--- src/core/cgs_pkg.sv ---
// Package of register map, field layout and modes for the channel pin sequencer bank
`default_nettype none
package cgs_pkg;
    // Register indices; not all multiples of four, so byte address = 4 * index
    localparam logic [7:0] IDX_TIMING = 8'h04;
    localparam logic [7:0] IDX_FUNC = 8'h05;
    localparam logic [7:0] IDX_DIR = 8'h07;
    localparam logic [7:0] IDX_DRIVE = 8'h09;
    localparam logic [7:0] IDX_OLEVEL = 8'h0B;
    localparam logic [7:0] IDX_ILEVEL = 8'h0D;
    localparam logic [7:0] IDX_SCAN = 8'h10;
    localparam logic [7:0] IDX_MANUAL = 8'h11;
    localparam logic [7:0] IDX_MASK = 8'h12;
    localparam logic [7:0] IDX_GENCTL = 8'h01;
    localparam logic [7:0] IDX_STATUS = 8'h00;
    localparam int ADDR_LSB = 2;
    localparam int ADDR_W = 10;
    // Reset values
    localparam logic [7:0] RST_TIMING = 8'h04;
    localparam logic [7:0] RST_ZERO = 8'h00;
    // Writable masks (reserved bits read zero, writes ignored)
    localparam logic [7:0] WM_TIMING = 8'h1F;
    localparam logic [7:0] WM_SCAN = 8'h13;
    localparam logic [7:0] WM_MANUAL = 8'h0F;
    localparam logic [7:0] WM_GENCTL = 8'h04;
    localparam logic [7:0] WM_ALL = 8'hFF;
    // Field positions
    localparam int OSC_BIT = 4;
    localparam int RUN_BIT = 4;
    localparam int FAA_BIT = 2;
    localparam int ACTIVE_BIT = 6;
    localparam int NCH = 8;
    // Wait count that ends each scan step; channel steps come 18 clock cycles apart
    localparam logic [7:0] STEP_CYCLES = 8'h10;
    localparam logic [1:0] RESP_OKAY = 2'h0;
    localparam logic [1:0] RESP_SLVERR = 2'h2;
    typedef enum logic [1:0] {
        CGS_MODE_MANUAL = 2'b00,
        CGS_MODE_AUTO = 2'b01,
        CGS_MODE_FLY = 2'b10,
        CGS_MODE_RSVD = 2'b11
    } cgs_mode_e;
    typedef enum logic [1:0] {
        CGS_SEQ_IDLE = 2'b00,
        CGS_SEQ_WAIT = 2'b01,
        CGS_SEQ_STEP = 2'b10
    } cgs_seq_e;
endpackage : cgs_pkg
`default_nettype wire

--- src/core/cgs_cfg_if.sv ---
// Interface carrying configuration from the register file to the pin stage
`default_nettype none
interface cgs_cfg_if;
    logic [7:0] func;
    logic [7:0] dir;
    logic [7:0] drive;
    logic [7:0] olevel;
    logic force_analog;
    modport regs (output func, output dir, output drive, output olevel, output force_analog);
    modport pins (input func, input dir, input drive, input olevel, input force_analog);
endinterface : cgs_cfg_if
`default_nettype wire

--- src/core/cgs_pin_stage.sv ---
// Pin stage: drive decode and two-flop input synchroniser for the eight channels
`default_nettype none
module cgs_pin_stage (
    input wire logic aclk,
    input wire logic aresetn,
    cgs_cfg_if.pins cfg,
    input wire logic [7:0] pin_i,
    output logic [7:0] pin_o,
    output logic [7:0] pin_oe,
    output logic [7:0] analog_sel,
    output logic [7:0] input_level_bits
);
    logic [7:0] sync1_ff;
    logic [7:0] sync2_ff;
    logic [7:0] is_gpio;
    logic [7:0] is_out;
    logic [7:0] nxt_o;
    logic [7:0] nxt_oe;
    logic [7:0] o_ff;
    logic [7:0] oe_ff;

    assign is_gpio = cfg.force_analog ? cgs_pkg::RST_ZERO : cfg.func;
    assign is_out = is_gpio & cfg.dir;
    assign analog_sel = ~is_gpio;
    // Open drain only pulls low; push-pull drives both levels
    assign nxt_o = cfg.olevel & cfg.drive;
    assign nxt_oe = is_out & (cfg.drive | ~cfg.olevel);
    assign pin_o = o_ff;
    assign pin_oe = oe_ff;
    assign input_level_bits = sync2_ff;

    always_ff @(posedge aclk) begin
        if (!aresetn) begin
            sync1_ff <= cgs_pkg::RST_ZERO;
            sync2_ff <= cgs_pkg::RST_ZERO;
            o_ff <= cgs_pkg::RST_ZERO;
            oe_ff <= cgs_pkg::RST_ZERO;
        end else begin
            sync1_ff <= pin_i;
            sync2_ff <= sync1_ff;
            o_ff <= nxt_o;
            oe_ff <= nxt_oe;
        end
    end
endmodule : cgs_pin_stage
`default_nettype wire

--- src/core/cgs_regs.sv ---
// Register bank with AXI4-Lite slave, pin control and channel scan sequencer
//
// The AXI4-Lite interface to the registers is this design's own decision.
`default_nettype none
module cgs_regs (
    input wire logic aclk,
    input wire logic aresetn,
    input wire logic [9:0] s_axi_awaddr,
    input wire logic s_axi_awvalid,
    output logic s_axi_awready,
    input wire logic [31:0] s_axi_wdata,
    input wire logic [3:0] s_axi_wstrb,
    input wire logic s_axi_wvalid,
    output logic s_axi_wready,
    output logic [1:0] s_axi_bresp,
    output logic s_axi_bvalid,
    input wire logic s_axi_bready,
    input wire logic [9:0] s_axi_araddr,
    input wire logic s_axi_arvalid,
    output logic s_axi_arready,
    output logic [31:0] s_axi_rdata,
    output logic [1:0] s_axi_rresp,
    output logic s_axi_rvalid,
    input wire logic s_axi_rready,
    input wire logic [7:0] pin_i,
    output logic [7:0] pin_o,
    output logic [7:0] pin_oe,
    output logic [7:0] analog_sel,
    output logic low_power_osc,
    output logic [3:0] rate_divider,
    output logic [1:0] scan_mode,
    output logic [3:0] convert_channel,
    output logic convert_channel_valid,
    output logic scan_active
);
    // ****************************************************************
    // Register storage
    // ****************************************************************
    logic [7:0] timing_source_ctrl_ff;
    logic [7:0] channel_function_map_ff;
    logic [7:0] pin_direction_map_ff;
    logic [7:0] output_drive_type_map_ff;
    logic [7:0] output_level_map_ff;
    logic [7:0] scan_control_ff;
    logic [7:0] manual_channel_pick_ff;
    logic [7:0] scan_channel_mask_ff;
    logic [7:0] general_ctrl_ff;
    logic [7:0] input_level_bits;
    cgs_cfg_if cfg ();

    // ****************************************************************
    // AXI4-Lite write path
    // ****************************************************************
    logic aw_held_ff;
    logic w_held_ff;
    logic [9:0] awaddr_ff;
    logic [31:0] wdata_ff;
    logic [3:0] wstrb_ff;
    logic bvalid_ff;
    logic [1:0] bresp_ff;
    logic [9:0] wr_addr;
    logic [31:0] wr_data;
    logic wr_lane0;
    logic wr_fire;
    logic wr_hit;
    logic [7:0] wr_idx;

    localparam int ADDR_HI = cgs_pkg::ADDR_W - 1;
    function automatic logic [7:0] addr_idx(input logic [9:0] a);
        addr_idx = a[ADDR_HI:cgs_pkg::ADDR_LSB];
    endfunction : addr_idx

    function automatic logic idx_mapped(input logic [7:0] i);
        idx_mapped = (i == cgs_pkg::IDX_TIMING) || (i == cgs_pkg::IDX_FUNC)
            || (i == cgs_pkg::IDX_DIR) || (i == cgs_pkg::IDX_DRIVE)
            || (i == cgs_pkg::IDX_OLEVEL) || (i == cgs_pkg::IDX_ILEVEL)
            || (i == cgs_pkg::IDX_SCAN) || (i == cgs_pkg::IDX_MANUAL)
            || (i == cgs_pkg::IDX_MASK) || (i == cgs_pkg::IDX_GENCTL)
            || (i == cgs_pkg::IDX_STATUS);
    endfunction : idx_mapped

    // Merge masked write data into a register
    function automatic logic [7:0] wmerge(input logic [7:0] old, input logic [7:0] d,
                                          input logic [7:0] m);
        wmerge = (old & ~m) | (d & m);
    endfunction : wmerge

    assign s_axi_awready = !aw_held_ff && !bvalid_ff;
    assign s_axi_wready = !w_held_ff && !bvalid_ff;
    assign wr_addr = aw_held_ff ? awaddr_ff : s_axi_awaddr;
    assign wr_data = w_held_ff ? wdata_ff : s_axi_wdata;
    assign wr_lane0 = w_held_ff ? wstrb_ff[0] : s_axi_wstrb[0];
    assign wr_fire = (aw_held_ff || (s_axi_awvalid && s_axi_awready))
        && (w_held_ff || (s_axi_wvalid && s_axi_wready));
    assign wr_idx = addr_idx(wr_addr);
    assign wr_hit = idx_mapped(wr_idx);
    assign s_axi_bvalid = bvalid_ff;
    assign s_axi_bresp = bresp_ff;

    function automatic logic wr_to(input logic [7:0] i);
        wr_to = wr_fire && wr_lane0 && (wr_idx == i);
    endfunction : wr_to

    always_ff @(posedge aclk) begin
        if (!aresetn) begin
            aw_held_ff <= 1'b0;
            w_held_ff <= 1'b0;
            awaddr_ff <= '0;
            wdata_ff <= '0;
            wstrb_ff <= '0;
            bvalid_ff <= 1'b0;
            bresp_ff <= cgs_pkg::RESP_OKAY;
        end else if (wr_fire) begin
            aw_held_ff <= 1'b0;
            w_held_ff <= 1'b0;
            bvalid_ff <= 1'b1;
            bresp_ff <= wr_hit ? cgs_pkg::RESP_OKAY : cgs_pkg::RESP_SLVERR;
        end else begin
            if (s_axi_awvalid && s_axi_awready) begin
                aw_held_ff <= 1'b1;
                awaddr_ff <= s_axi_awaddr;
            end
            if (s_axi_wvalid && s_axi_wready) begin
                w_held_ff <= 1'b1;
                wdata_ff <= s_axi_wdata;
                wstrb_ff <= s_axi_wstrb;
            end
            if (bvalid_ff && s_axi_bready) begin
                bvalid_ff <= 1'b0;
            end
        end
    end

    // ****************************************************************
    // Register updates
    // ****************************************************************
    always_ff @(posedge aclk) begin
        if (!aresetn) begin
            timing_source_ctrl_ff <= cgs_pkg::RST_TIMING;
            channel_function_map_ff <= cgs_pkg::RST_ZERO;
            pin_direction_map_ff <= cgs_pkg::RST_ZERO;
            output_drive_type_map_ff <= cgs_pkg::RST_ZERO;
            output_level_map_ff <= cgs_pkg::RST_ZERO;
            scan_control_ff <= cgs_pkg::RST_ZERO;
            manual_channel_pick_ff <= cgs_pkg::RST_ZERO;
            scan_channel_mask_ff <= cgs_pkg::RST_ZERO;
            general_ctrl_ff <= cgs_pkg::RST_ZERO;
        end else begin
            // Reserved positions are masked off on write
            if (wr_to(cgs_pkg::IDX_TIMING))
                timing_source_ctrl_ff <= wmerge(timing_source_ctrl_ff, wr_data[7:0],
                                                cgs_pkg::WM_TIMING);
            if (wr_to(cgs_pkg::IDX_FUNC))
                channel_function_map_ff <= wr_data[7:0];
            if (wr_to(cgs_pkg::IDX_DIR))
                pin_direction_map_ff <= wr_data[7:0];
            if (wr_to(cgs_pkg::IDX_DRIVE))
                output_drive_type_map_ff <= wr_data[7:0];
            if (wr_to(cgs_pkg::IDX_OLEVEL))
                output_level_map_ff <= wr_data[7:0];
            if (wr_to(cgs_pkg::IDX_SCAN))
                scan_control_ff <= wmerge(scan_control_ff, wr_data[7:0],
                                          cgs_pkg::WM_SCAN);
            if (wr_to(cgs_pkg::IDX_MANUAL))
                manual_channel_pick_ff <= wmerge(manual_channel_pick_ff, wr_data[7:0],
                                                 cgs_pkg::WM_MANUAL);
            if (wr_to(cgs_pkg::IDX_MASK))
                scan_channel_mask_ff <= wr_data[7:0];
            if (wr_to(cgs_pkg::IDX_GENCTL))
                general_ctrl_ff <= wmerge(general_ctrl_ff, wr_data[7:0],
                                          cgs_pkg::WM_GENCTL);
        end
    end

    // ****************************************************************
    // Pin stage
    // ****************************************************************
    assign cfg.func = channel_function_map_ff;
    assign cfg.dir = pin_direction_map_ff;
    assign cfg.drive = output_drive_type_map_ff;
    assign cfg.olevel = output_level_map_ff;
    assign cfg.force_analog = general_ctrl_ff[cgs_pkg::FAA_BIT];

    cgs_pin_stage u_pins (
        .aclk(aclk),
        .aresetn(aresetn),
        .cfg(cfg),
        .pin_i(pin_i),
        .pin_o(pin_o),
        .pin_oe(pin_oe),
        .analog_sel(analog_sel),
        .input_level_bits(input_level_bits)
    );

    assign low_power_osc = timing_source_ctrl_ff[cgs_pkg::OSC_BIT];
    assign rate_divider = timing_source_ctrl_ff[3:0];
    assign scan_mode = scan_control_ff[1:0];

    // ****************************************************************
    // Channel scan sequencer
    // ****************************************************************
    cgs_pkg::cgs_seq_e seq_ff;
    cgs_pkg::cgs_seq_e nxt_seq;
    logic [2:0] cur_ch_ff;
    logic [2:0] nxt_ch;
    logic [7:0] step_cnt_ff;
    logic auto_mode;
    logic run_req;
    logic [7:0] en_mask;
    logic [2:0] next_en;
    logic next_found;
    logic step_done;

    assign auto_mode = (scan_mode == cgs_pkg::CGS_MODE_AUTO);
    assign run_req = auto_mode && scan_control_ff[cgs_pkg::RUN_BIT];
    // Only channels that are analog inputs take part
    assign en_mask = scan_channel_mask_ff & analog_sel;
    assign step_done = (step_cnt_ff == cgs_pkg::STEP_CYCLES);

    // Next enabled channel above current, wrapping to the lowest
    always_comb begin
        next_en = 3'h0;
        next_found = 1'b0;
        for (int k = cgs_pkg::NCH - 1; k >= 0; k--) begin
            if (en_mask[k]) begin
                next_en = 3'(k);
                next_found = 1'b1;
            end
        end
        for (int k = cgs_pkg::NCH - 1; k >= 0; k--) begin
            if (en_mask[k] && (3'(k) > cur_ch_ff)) begin
                next_en = 3'(k);
            end
        end
    end

    always_comb begin
        nxt_seq = seq_ff;
        nxt_ch = cur_ch_ff;
        case (seq_ff)
            cgs_pkg::CGS_SEQ_IDLE: begin
                if (run_req && next_found) begin
                    nxt_seq = cgs_pkg::CGS_SEQ_WAIT;
                    nxt_ch = next_en;
                end
            end
            cgs_pkg::CGS_SEQ_WAIT: begin
                if (!run_req || !next_found) begin
                    nxt_seq = cgs_pkg::CGS_SEQ_IDLE;
                end else if (step_done) begin
                    nxt_seq = cgs_pkg::CGS_SEQ_STEP;
                end
            end
            cgs_pkg::CGS_SEQ_STEP: begin
                nxt_seq = (run_req && next_found) ? cgs_pkg::CGS_SEQ_WAIT : cgs_pkg::CGS_SEQ_IDLE;
                nxt_ch = next_en;
            end
            default: nxt_seq = cgs_pkg::CGS_SEQ_IDLE;
        endcase
    end

    always_ff @(posedge aclk) begin
        if (!aresetn) begin
            seq_ff <= cgs_pkg::CGS_SEQ_IDLE;
            cur_ch_ff <= 3'h7;
            step_cnt_ff <= '0;
        end else begin
            seq_ff <= nxt_seq;
            cur_ch_ff <= (nxt_seq == cgs_pkg::CGS_SEQ_IDLE) ? 3'h7 : nxt_ch;
            step_cnt_ff <= (seq_ff == cgs_pkg::CGS_SEQ_WAIT) ? step_cnt_ff + 8'h01 : 8'h00;
        end
    end

    assign scan_active = (seq_ff != cgs_pkg::CGS_SEQ_IDLE);

    // Manual picks with top bit set are reserved and never flagged valid
    always_comb begin
        convert_channel = 4'h0;
        convert_channel_valid = 1'b0;
        case (scan_mode)
            cgs_pkg::CGS_MODE_MANUAL: begin
                convert_channel = manual_channel_pick_ff[3:0];
                convert_channel_valid = !manual_channel_pick_ff[3];
            end
            cgs_pkg::CGS_MODE_AUTO: begin
                convert_channel = {1'b0, cur_ch_ff};
                convert_channel_valid = scan_active;
            end
            default: begin
                convert_channel = 4'h0;
                convert_channel_valid = 1'b0;
            end
        endcase
    end

    // ****************************************************************
    // AXI4-Lite read path
    // ****************************************************************
    logic rvalid_ff;
    logic [31:0] rdata_ff;
    logic [1:0] rresp_ff;
    logic [7:0] rd_idx;
    logic [7:0] rd_val;
    logic [7:0] status_val;

    assign rd_idx = addr_idx(s_axi_araddr);
    assign status_val = {1'b0, scan_active, 6'h00};
    assign rd_val =
        (rd_idx == cgs_pkg::IDX_TIMING) ? (timing_source_ctrl_ff & cgs_pkg::WM_TIMING) :
        (rd_idx == cgs_pkg::IDX_FUNC) ? channel_function_map_ff :
        (rd_idx == cgs_pkg::IDX_DIR) ? pin_direction_map_ff :
        (rd_idx == cgs_pkg::IDX_DRIVE) ? output_drive_type_map_ff :
        (rd_idx == cgs_pkg::IDX_OLEVEL) ? output_level_map_ff :
        (rd_idx == cgs_pkg::IDX_ILEVEL) ? input_level_bits :
        (rd_idx == cgs_pkg::IDX_SCAN) ? (scan_control_ff & cgs_pkg::WM_SCAN) :
        (rd_idx == cgs_pkg::IDX_MANUAL) ? (manual_channel_pick_ff & cgs_pkg::WM_MANUAL) :
        (rd_idx == cgs_pkg::IDX_MASK) ? scan_channel_mask_ff :
        (rd_idx == cgs_pkg::IDX_GENCTL) ? (general_ctrl_ff & cgs_pkg::WM_GENCTL) :
        (rd_idx == cgs_pkg::IDX_STATUS) ? status_val : cgs_pkg::RST_ZERO;

    assign s_axi_arready = !rvalid_ff;
    assign s_axi_rvalid = rvalid_ff;
    assign s_axi_rdata = rdata_ff;
    assign s_axi_rresp = rresp_ff;

    always_ff @(posedge aclk) begin
        if (!aresetn) begin
            rvalid_ff <= 1'b0;
            rdata_ff <= '0;
            rresp_ff <= cgs_pkg::RESP_OKAY;
        end else if (s_axi_arvalid && s_axi_arready) begin
            rvalid_ff <= 1'b1;
            rdata_ff <= {24'h000000, rd_val};
            rresp_ff <= idx_mapped(rd_idx) ? cgs_pkg::RESP_OKAY : cgs_pkg::RESP_SLVERR;
        end else if (rvalid_ff && s_axi_rready) begin
            rvalid_ff <= 1'b0;
        end
    end
endmodule : cgs_regs
`default_nettype wire

--- config.mk ---
export PLATFORM = sky130hd
export DESIGN_NAME = cgs_regs
export DESIGN_NICKNAME = d
export VERILOG_FILES = /design/src/core/cgs_pkg.sv /design/src/core/cgs_cfg_if.sv /design/src/core/cgs_pin_stage.sv /design/src/core/cgs_regs.sv
export SDC_FILE = /design/constraint.sdc
export NUM_CORES = 1
export LEC_CHECK = 0
export BUFFER_PORTS_ARGS = -buffer_cell sky130_fd_sc_hd__buf_2
export CAP_MARGIN = 30
export CELL_PAD_IN_SITES_DETAIL_PLACEMENT = 0
export CELL_PAD_IN_SITES_GLOBAL_PLACEMENT = 1
export CORE_ASPECT_RATIO = 2
export CORE_MARGIN = 2
export CORE_UTILIZATION = 37
export CTS_BUF_LIST = sky130_fd_sc_hd__clkbuf_8
export CTS_CLUSTER_SIZE = 10
export DETAILED_ROUTE_END_ITERATION = 12
export PLACE_DENSITY = 0.84
export SLEW_MARGIN = 10
export SYNTH_ARGS = -nofsm -noshare
export SYNTH_HDL_FRONTEND = slang
export SYNTH_SLANG_ARGS = --single-unit
--- constraint.sdc ---
create_clock -name aclk -period 2.41 [get_ports aclk]
set_input_delay 0.3615 -clock aclk [delete_from_list [all_inputs] [get_ports aclk]]
set_output_delay 0.3615 -clock aclk [all_outputs]
set_load 0.01 [all_outputs]
Word level (Yosys, flattened, before mapping)
Index checks and enable logic that the tools add are counted.
W data, S select, Z words.

word-level totals
  logic and storage cells = 200
  bits in registers = 152

cells by class
  bitwise gates (word level) = 13
  muxes and demuxes = 54
  reduce and logical (&&, ||, !) cells = 73
  eq/ne operators = 25
  magnitude comparators = 8
  $add $sub $neg = 1

operators with widths
  kind                   number
  $mux W8                11
  $eq A8 B5 Y1 const B   7
  $mux W3                17
  $eq A8 B3 Y1 const B   6
  $eq A8 B4 Y1 const B   6
  $and A8 B8 Y8          4
  $logic_and A1 B1 Y1    28
  $logic_or A1 B1 Y1     23
  $eq A8 B1 Y1 const B   2
  $logic_not A8 Y1       2
  $not A8 Y8             2
  $or A8 B5 Y8           2
  $mux W1                14
  $mux W7                2
  $gt A3 B3 Y1 const A   4
  $mux W10               1
  $mux W2                5
  $add A8 B1 Y8 const B  1
  $or A8 B3 Y8           1
  $or A8 B4 Y8           1
  $or A8 B8 Y8           1
  $pmux W4 S2            1
  $reduce_and A2 Y1      4
  $reduce_bool A2 Y1     4
  12 further kinds       25

Longest topological paths before layout
  word-level depth = 21
  mapped depth = 8
  mapped depth without buffers = 6

Cells and area by module
Synthesis repeated with hierarchy kept, for this count alone.

unflattened totals
  cell total of the unflattened synthesis = 723
  area, all modules = 6,321.1 sq um

modules (own cells, without submodules)
  module         times used  area each (sq um)  seq. area each (sq um)  cells an instance
  cgs_regs       1           5,240.0            1,941.9                 632
  cgs_pin_stage  1           1,081.0            640.6                   91

Least setup slack after synthesis
No wires, ideal clock.

  path type = input -> register
  start = input port s_axi_awaddr[3]
  end = register manual_channel_pick_ff[0]
  setup time = 0.128 ns
  cell stages on the path = 6
  data arrival time = 1.724 ns
  setup slack = 0.558 ns
  cell sequence = or3b_4 a2111oi_4 and3_1 buf_4 mux2i_1 nor2_1

on the way
  longest elaborated chain between the ends = 3

ends and longest elaborated chain
  element               RTL line         text
  start, declared       cgs_regs.sv:8    input wire logic [9:0] s_axi_awaddr,
  $mux W10              cgs_regs.sv:90   assign wr_addr = aw_held_ff ? awaddr_ff : s_axi_awaddr;
  $eq A8 B5 Y1          cgs_regs.sv:101  wr_to = wr_fire && wr_lane0 && (wr_idx == i);
  $logic_and A1 B1 Y1   cgs_regs.sv:101
  end signal, assigned  cgs_regs.sv:145  manual_channel_pick_ff <= cgs_pkg::RST_ZERO;
  end signal, assigned  cgs_regs.sv:165  manual_channel_pick_ff <= wmerge(manual_channel_pick_ff, wr_data[7:0],
  end, declared         cgs_regs.sv:45   logic [7:0] manual_channel_pick_ff;

Every way passes these cells.
A chain may end at the register's enable or synchronous reset.

Worst setup path after layout
  start = register aw_held_ff
  end = register scan_channel_mask_ff[1]

on the way
  longest elaborated chain between the ends = 7

ends and longest elaborated chain
  element                  RTL line         text
  start, declared          cgs_regs.sv:54   logic aw_held_ff;
  start signal, assigned   cgs_regs.sv:106  aw_held_ff <= 1'b0;
  start signal, assigned   cgs_regs.sv:114  aw_held_ff <= 1'b0;
  start signal, assigned   cgs_regs.sv:120  aw_held_ff <= 1'b1;
  $logic_not A1 Y1         cgs_regs.sv:88   assign s_axi_awready = !aw_held_ff && !bvalid_ff;
  $logic_and A1 B1 Y1      cgs_regs.sv:88
  $logic_and A1 B1 Y1      cgs_regs.sv:93   assign wr_fire = (aw_held_ff || (s_axi_awvalid && s_axi_awready))
  $logic_or A1 B1 Y1       cgs_regs.sv:93
  $logic_and A1 B1 Y1      cgs_regs.sv:94   && (w_held_ff || (s_axi_wvalid && s_axi_wready));
  $logic_and A1 B1 Y1      cgs_regs.sv:101
  $logic_and A1 B1 Y1 (*)  cgs_regs.sv:101
  end signal, assigned     cgs_regs.sv:146  scan_channel_mask_ff <= cgs_pkg::RST_ZERO;
  end signal, assigned     cgs_regs.sv:168  scan_channel_mask_ff <= wr_data[7:0];
  end, declared            cgs_regs.sv:46   logic [7:0] scan_channel_mask_ff;

Mark *: on every way between the ends. The rest lies on a longest branch, timed or not.

==> flow_metrics.py <==
metrics = {
    "status": {
        "status": "finished clean",
    },
    "timing": {
        "setup_tns_ns": 0,
        "finalWorstPathRequiredPeriod_ns": 2.26,
        "maxSlewHeadroom_pct": 52.9,
        "tightest_slew_ns": 0.705,
        "hold_viol": 0,
        "setup_viol": 0,
        "fin_crit_sh_pct": 93.9,
        "fin_ws_ns": 0.148,
        "clock_skew_ns": 0.0110,
        "max_clock_freq_mhz": 442,
        "rsz0062_at_grt": "true",
        "drv_slew": 0,
    },
    "place": {
        "gp_congestion": 0.907,
        "hpwl_mm": 14.2,
        "dp_cells": 990,
        "port_buffers": 91,
        "post-place-ws_ns": 0.188,
    },
    "setup_path": {
        "crit_path_cell_trace": "buf_4, or3b_2, nand2_1, nand4_2, mux2i_1, nor2_1",
        "timing_worst_setup_path_type": "flip-flop to flip-flop",
        "r2r_cells": 6,
        "rrSetupSlack_ns": 0.15,
        "critPathRequiredTime_ns": 2.72,
        "endpoint_kind": "flip-flop",
        "critical_path.top_delay_family": "simple AND/OR/NAND/NOR gates",
        "cp.arrival_ns": 2.58,
        "cp-start-kind": "flip-flop",
        "critPathMaxStageDelay_ns": 0.59,
        "cp_num_buf_inv": 1,
        "critPathSlowestCell": "dfxtp_1",
        "cp_max_fo": 12,
        "timing.rr.end": "scan_channel_mask_ff[1]",
        "r2r-start": "aw_held_ff",
    },
    "min_path": {
        "hold_path_end": "u_pins.sync1_ff[7]",
        "hold_depth": 2,
        "worstHoldStart": "pin_i[7]",
        "hold_class": "input pin to flip-flop",
    },
    "die": {
        "coreArea_um2": 16700,
        "num_rows": 67,
        "ioPinCount": 149,
        "die-area_um2": 18100,
        "die_h_um": 188,
        "die_x_um": 96.1,
        "start_util_pct": 37.7,
    },
    "synth": {
        "yosys_most_used_dff": "dfxtp_1",
        "synth_warnings": 0,
        "avgSynthCellArea_um2": 8.85,
        "synth_edf_count": 0,
        "synth_seq_area_share_pct": 41.1,
        "synth_cell_types": 64,
        "synthesis.instances": 710,
        "async_reset_ff_share_pct": 0,
        "syn_area_um2": 6280,
        "ys_ff_latch": 129,
    },
    "cts": {
        "clockBufferDepth": 2,
        "clk_latency_ns": 0.46,
        "postCtsSetupBuffers": 0,
        "cts_hold_buf": 0,
        "cts_max_level": 4,
        "cts.sinks": 129,
        "clock_tree.root_cell": "clkbuf_8",
        "cts_made_buffers": 17,
        "clkSlewWorstSetupHoldPaths_ns": 0.08,
        "cts_tree": "built",
    },
    "power": {
        "powerDensity_nw_per_um2": 630,
        "irDropWorstVdd_mv": 0.320,
        "p_leak_uw": 0.00336,
    },
    "drt": {
        "drt-initial-drc-count": 310,
        "dr.pass1.iters": 5,
        "ant_nets": 0,
        "drcViolationCount": 0,
        "routed_wl_mm": 18.9,
        "wl_per_cell_um": 18.5,
        "num_vias": 5554,
        "vias_per_cell": 5.43,
    },
    "grt": {
        "grt_max_degree": 59,
        "antenna_found_initial": 0,
        "grt_pass1_wl_mm": 29.0,
        "grt-ovfl-total": 0,
        "grt_pass1_vias": 5330,
        "track_usage_pct": 21.5,
    },
    "cells_and_area": {
        "drive_gt1_share_pct": 21.6,
        "n_fill_cell": 1657,
        "antenna_cells": 0,
        "areaGrowthSynthToFinish_pct": 16.3,
        "final_nets": 875,
        "stdcell_count": 1022,
    },
    "flow_run": {
        "cap_violations": 0,
    },
}
## layout make-up
type                       count  area [um^2]  share of cell area [%]
multi-input combinational    527         3370                    46.2
sequential                   129         2580                    35.3
timing repair buffer         113          621                    8.49
tap                          207          259                    3.54
clock buffer                  17          234                    3.20
clock inverter                15          184                    2.52
inverter                      14         52.6                   0.719
## worst reg2reg max path, stage by stage (launching register included)
cell	delay [ns]
dfxtp_1	0.59
buf_4	0.23
or3b_2	0.46
nand2_1	0.14
nand4_2	0.34
mux2i_1	0.29
nor2_1	0.07
## synthesized netlist by cell type (4+ instances only)
library cell,number,area (um^2)
a211oi_1,5,37.5
a21oi_1,23,115
a22o_1,8,70.1
a22oi_1,6,45.0
a31oi_1,7,43.8
a32oi_1,5,43.8
and2_1,19,119
and3_1,17,106
buf_4,32,240
clkbuf_1,29,109
dfxtp_1,129,2580
inv_1,14,52.6
mux2_2,11,124
mux2i_1,74,741
nand2_1,40,150
nand2b_1,26,163
nand3_1,22,110
nand3_2,4,40.0
nand3b_1,7,52.6
nor2_1,99,372
nor2b_1,13,81.3
nor3_1,14,70.1
nor4b_1,4,35.0
o211ai_1,5,37.5
o21a_1,4,30.0
o21ai_0,24,120
o22ai_1,5,31.3
or2_2,4,25.0
xor2_1,5,43.8
## routing by layer
metal / share of wire [%] / global-route usage (%) / vias to the layer above
li1: - / - / 2637
met1: 35 / 21.8 / 2598
met2: 53 / 38.3 / 243
met3: 5.2 / 3.56 / 76
met4: 7.1 / 14.7 / 0
met5: 0 / 0 / -
## cell families after synthesis
logic type | after synthesis | synth area share (%)
XOR/XNOR | 6 | 0.836
other | 1 | 0.0597
buffers and inverters | 79 | 6.69
adder cells (fa/ha/maj) | 2 | 0.398
AO/OA/AOI/OAI | 120 | 13.6
flip-flops | 129 | 41.1
AND/OR/NAND/NOR | 288 | 23.6
multiplexers | 85 | 13.8
## per-stage QoR
step | cell area, um^2 | util, % | total power, uW | hold slack, ns
finish | 7310 | 43.8 | 4600 | 0.105
global route | 7310 | 43.8 | 4760 | 0.0999
CTS | 7310 | 43.8 | 4650 | 0.0858
detailed placement | 6890 | 41.3 | 2680 | 0.423
global placement | 6890 | 41.3 | 2680 | 0.418
floorplan | 6380 | - | 2550 | 0.412
## report_power, final
| part | leakage, uW | switching, uW | internal [uW] |
|---|---|---|---|
| sequential | 0.00105 | 31.8 | 2170 |
| combinational | 0.00211 | 274 | 158 |
| clock | 0.000203 | 932 | 1030 |
| total | 0.00336 | 1240 | 3360 |
## what timing repair did
action / 4_1_cts / 5_1_grt
gates resized for setup: 0 / 0
hold endpoints to repair: 0 / 0
endpoints found under the setup margin: 0 / 6
## worst max path at each step
stage | start | endpoint | slack, ns | depth (start not counted)
4_1_cts | aw_held_ff | scan_channel_mask_ff[1] | 0.13 | 6
2_1_floorplan | s_axi_awaddr[3] | manual_channel_pick_ff[0] | 0.56 | 6
6_report | aw_held_ff | scan_channel_mask_ff[1] | 0.15 | 6
5_1_grt | aw_held_ff | cfg.func[7] | -0.03 | 7
3_3_place_gp | s_axi_awaddr[3] | manual_channel_pick_ff[1] | 0.21 | 6
3_5_place_dp | s_axi_awaddr[3] | manual_channel_pick_ff[1] | 0.19 | 6
## cells in the final DEF (no fill, tap or decap), types with 17 or more instances in the layout
cell type / n
nand2b_1: 26
conb_1: 26
buf_2: 91
nand2_1: 40
nand3_1: 22
clkbuf_8: 17
dfxtp_1: 129
nor2_1: 99
buf_4: 22
and2_1: 19
mux2i_1: 74
and3_1: 17
a21oi_1: 23
o21ai_0: 24
## flip-flops by register name, summed over array words and instances (netlist names), 2 cells and up
name                     flops
u_pins.input_level_bits      8
scan_control_ff              3
cfg.drive                    8
timing_source_ctrl_ff        5
cur_ch_ff                    3
seq_ff                       2
u_pins.sync1_ff              8
u_pins.pin_oe                8
u_pins.pin_o                 8
s_axi_rdata                  8
manual_channel_pick_ff       4
step_cnt_ff                  8
cfg.dir                      8
cfg.olevel                   8
wdata_ff                     8
scan_channel_mask_ff         8
awaddr_ff                    8
cfg.func                     8
Note: power is estimated with default switching activity, not from simulation.
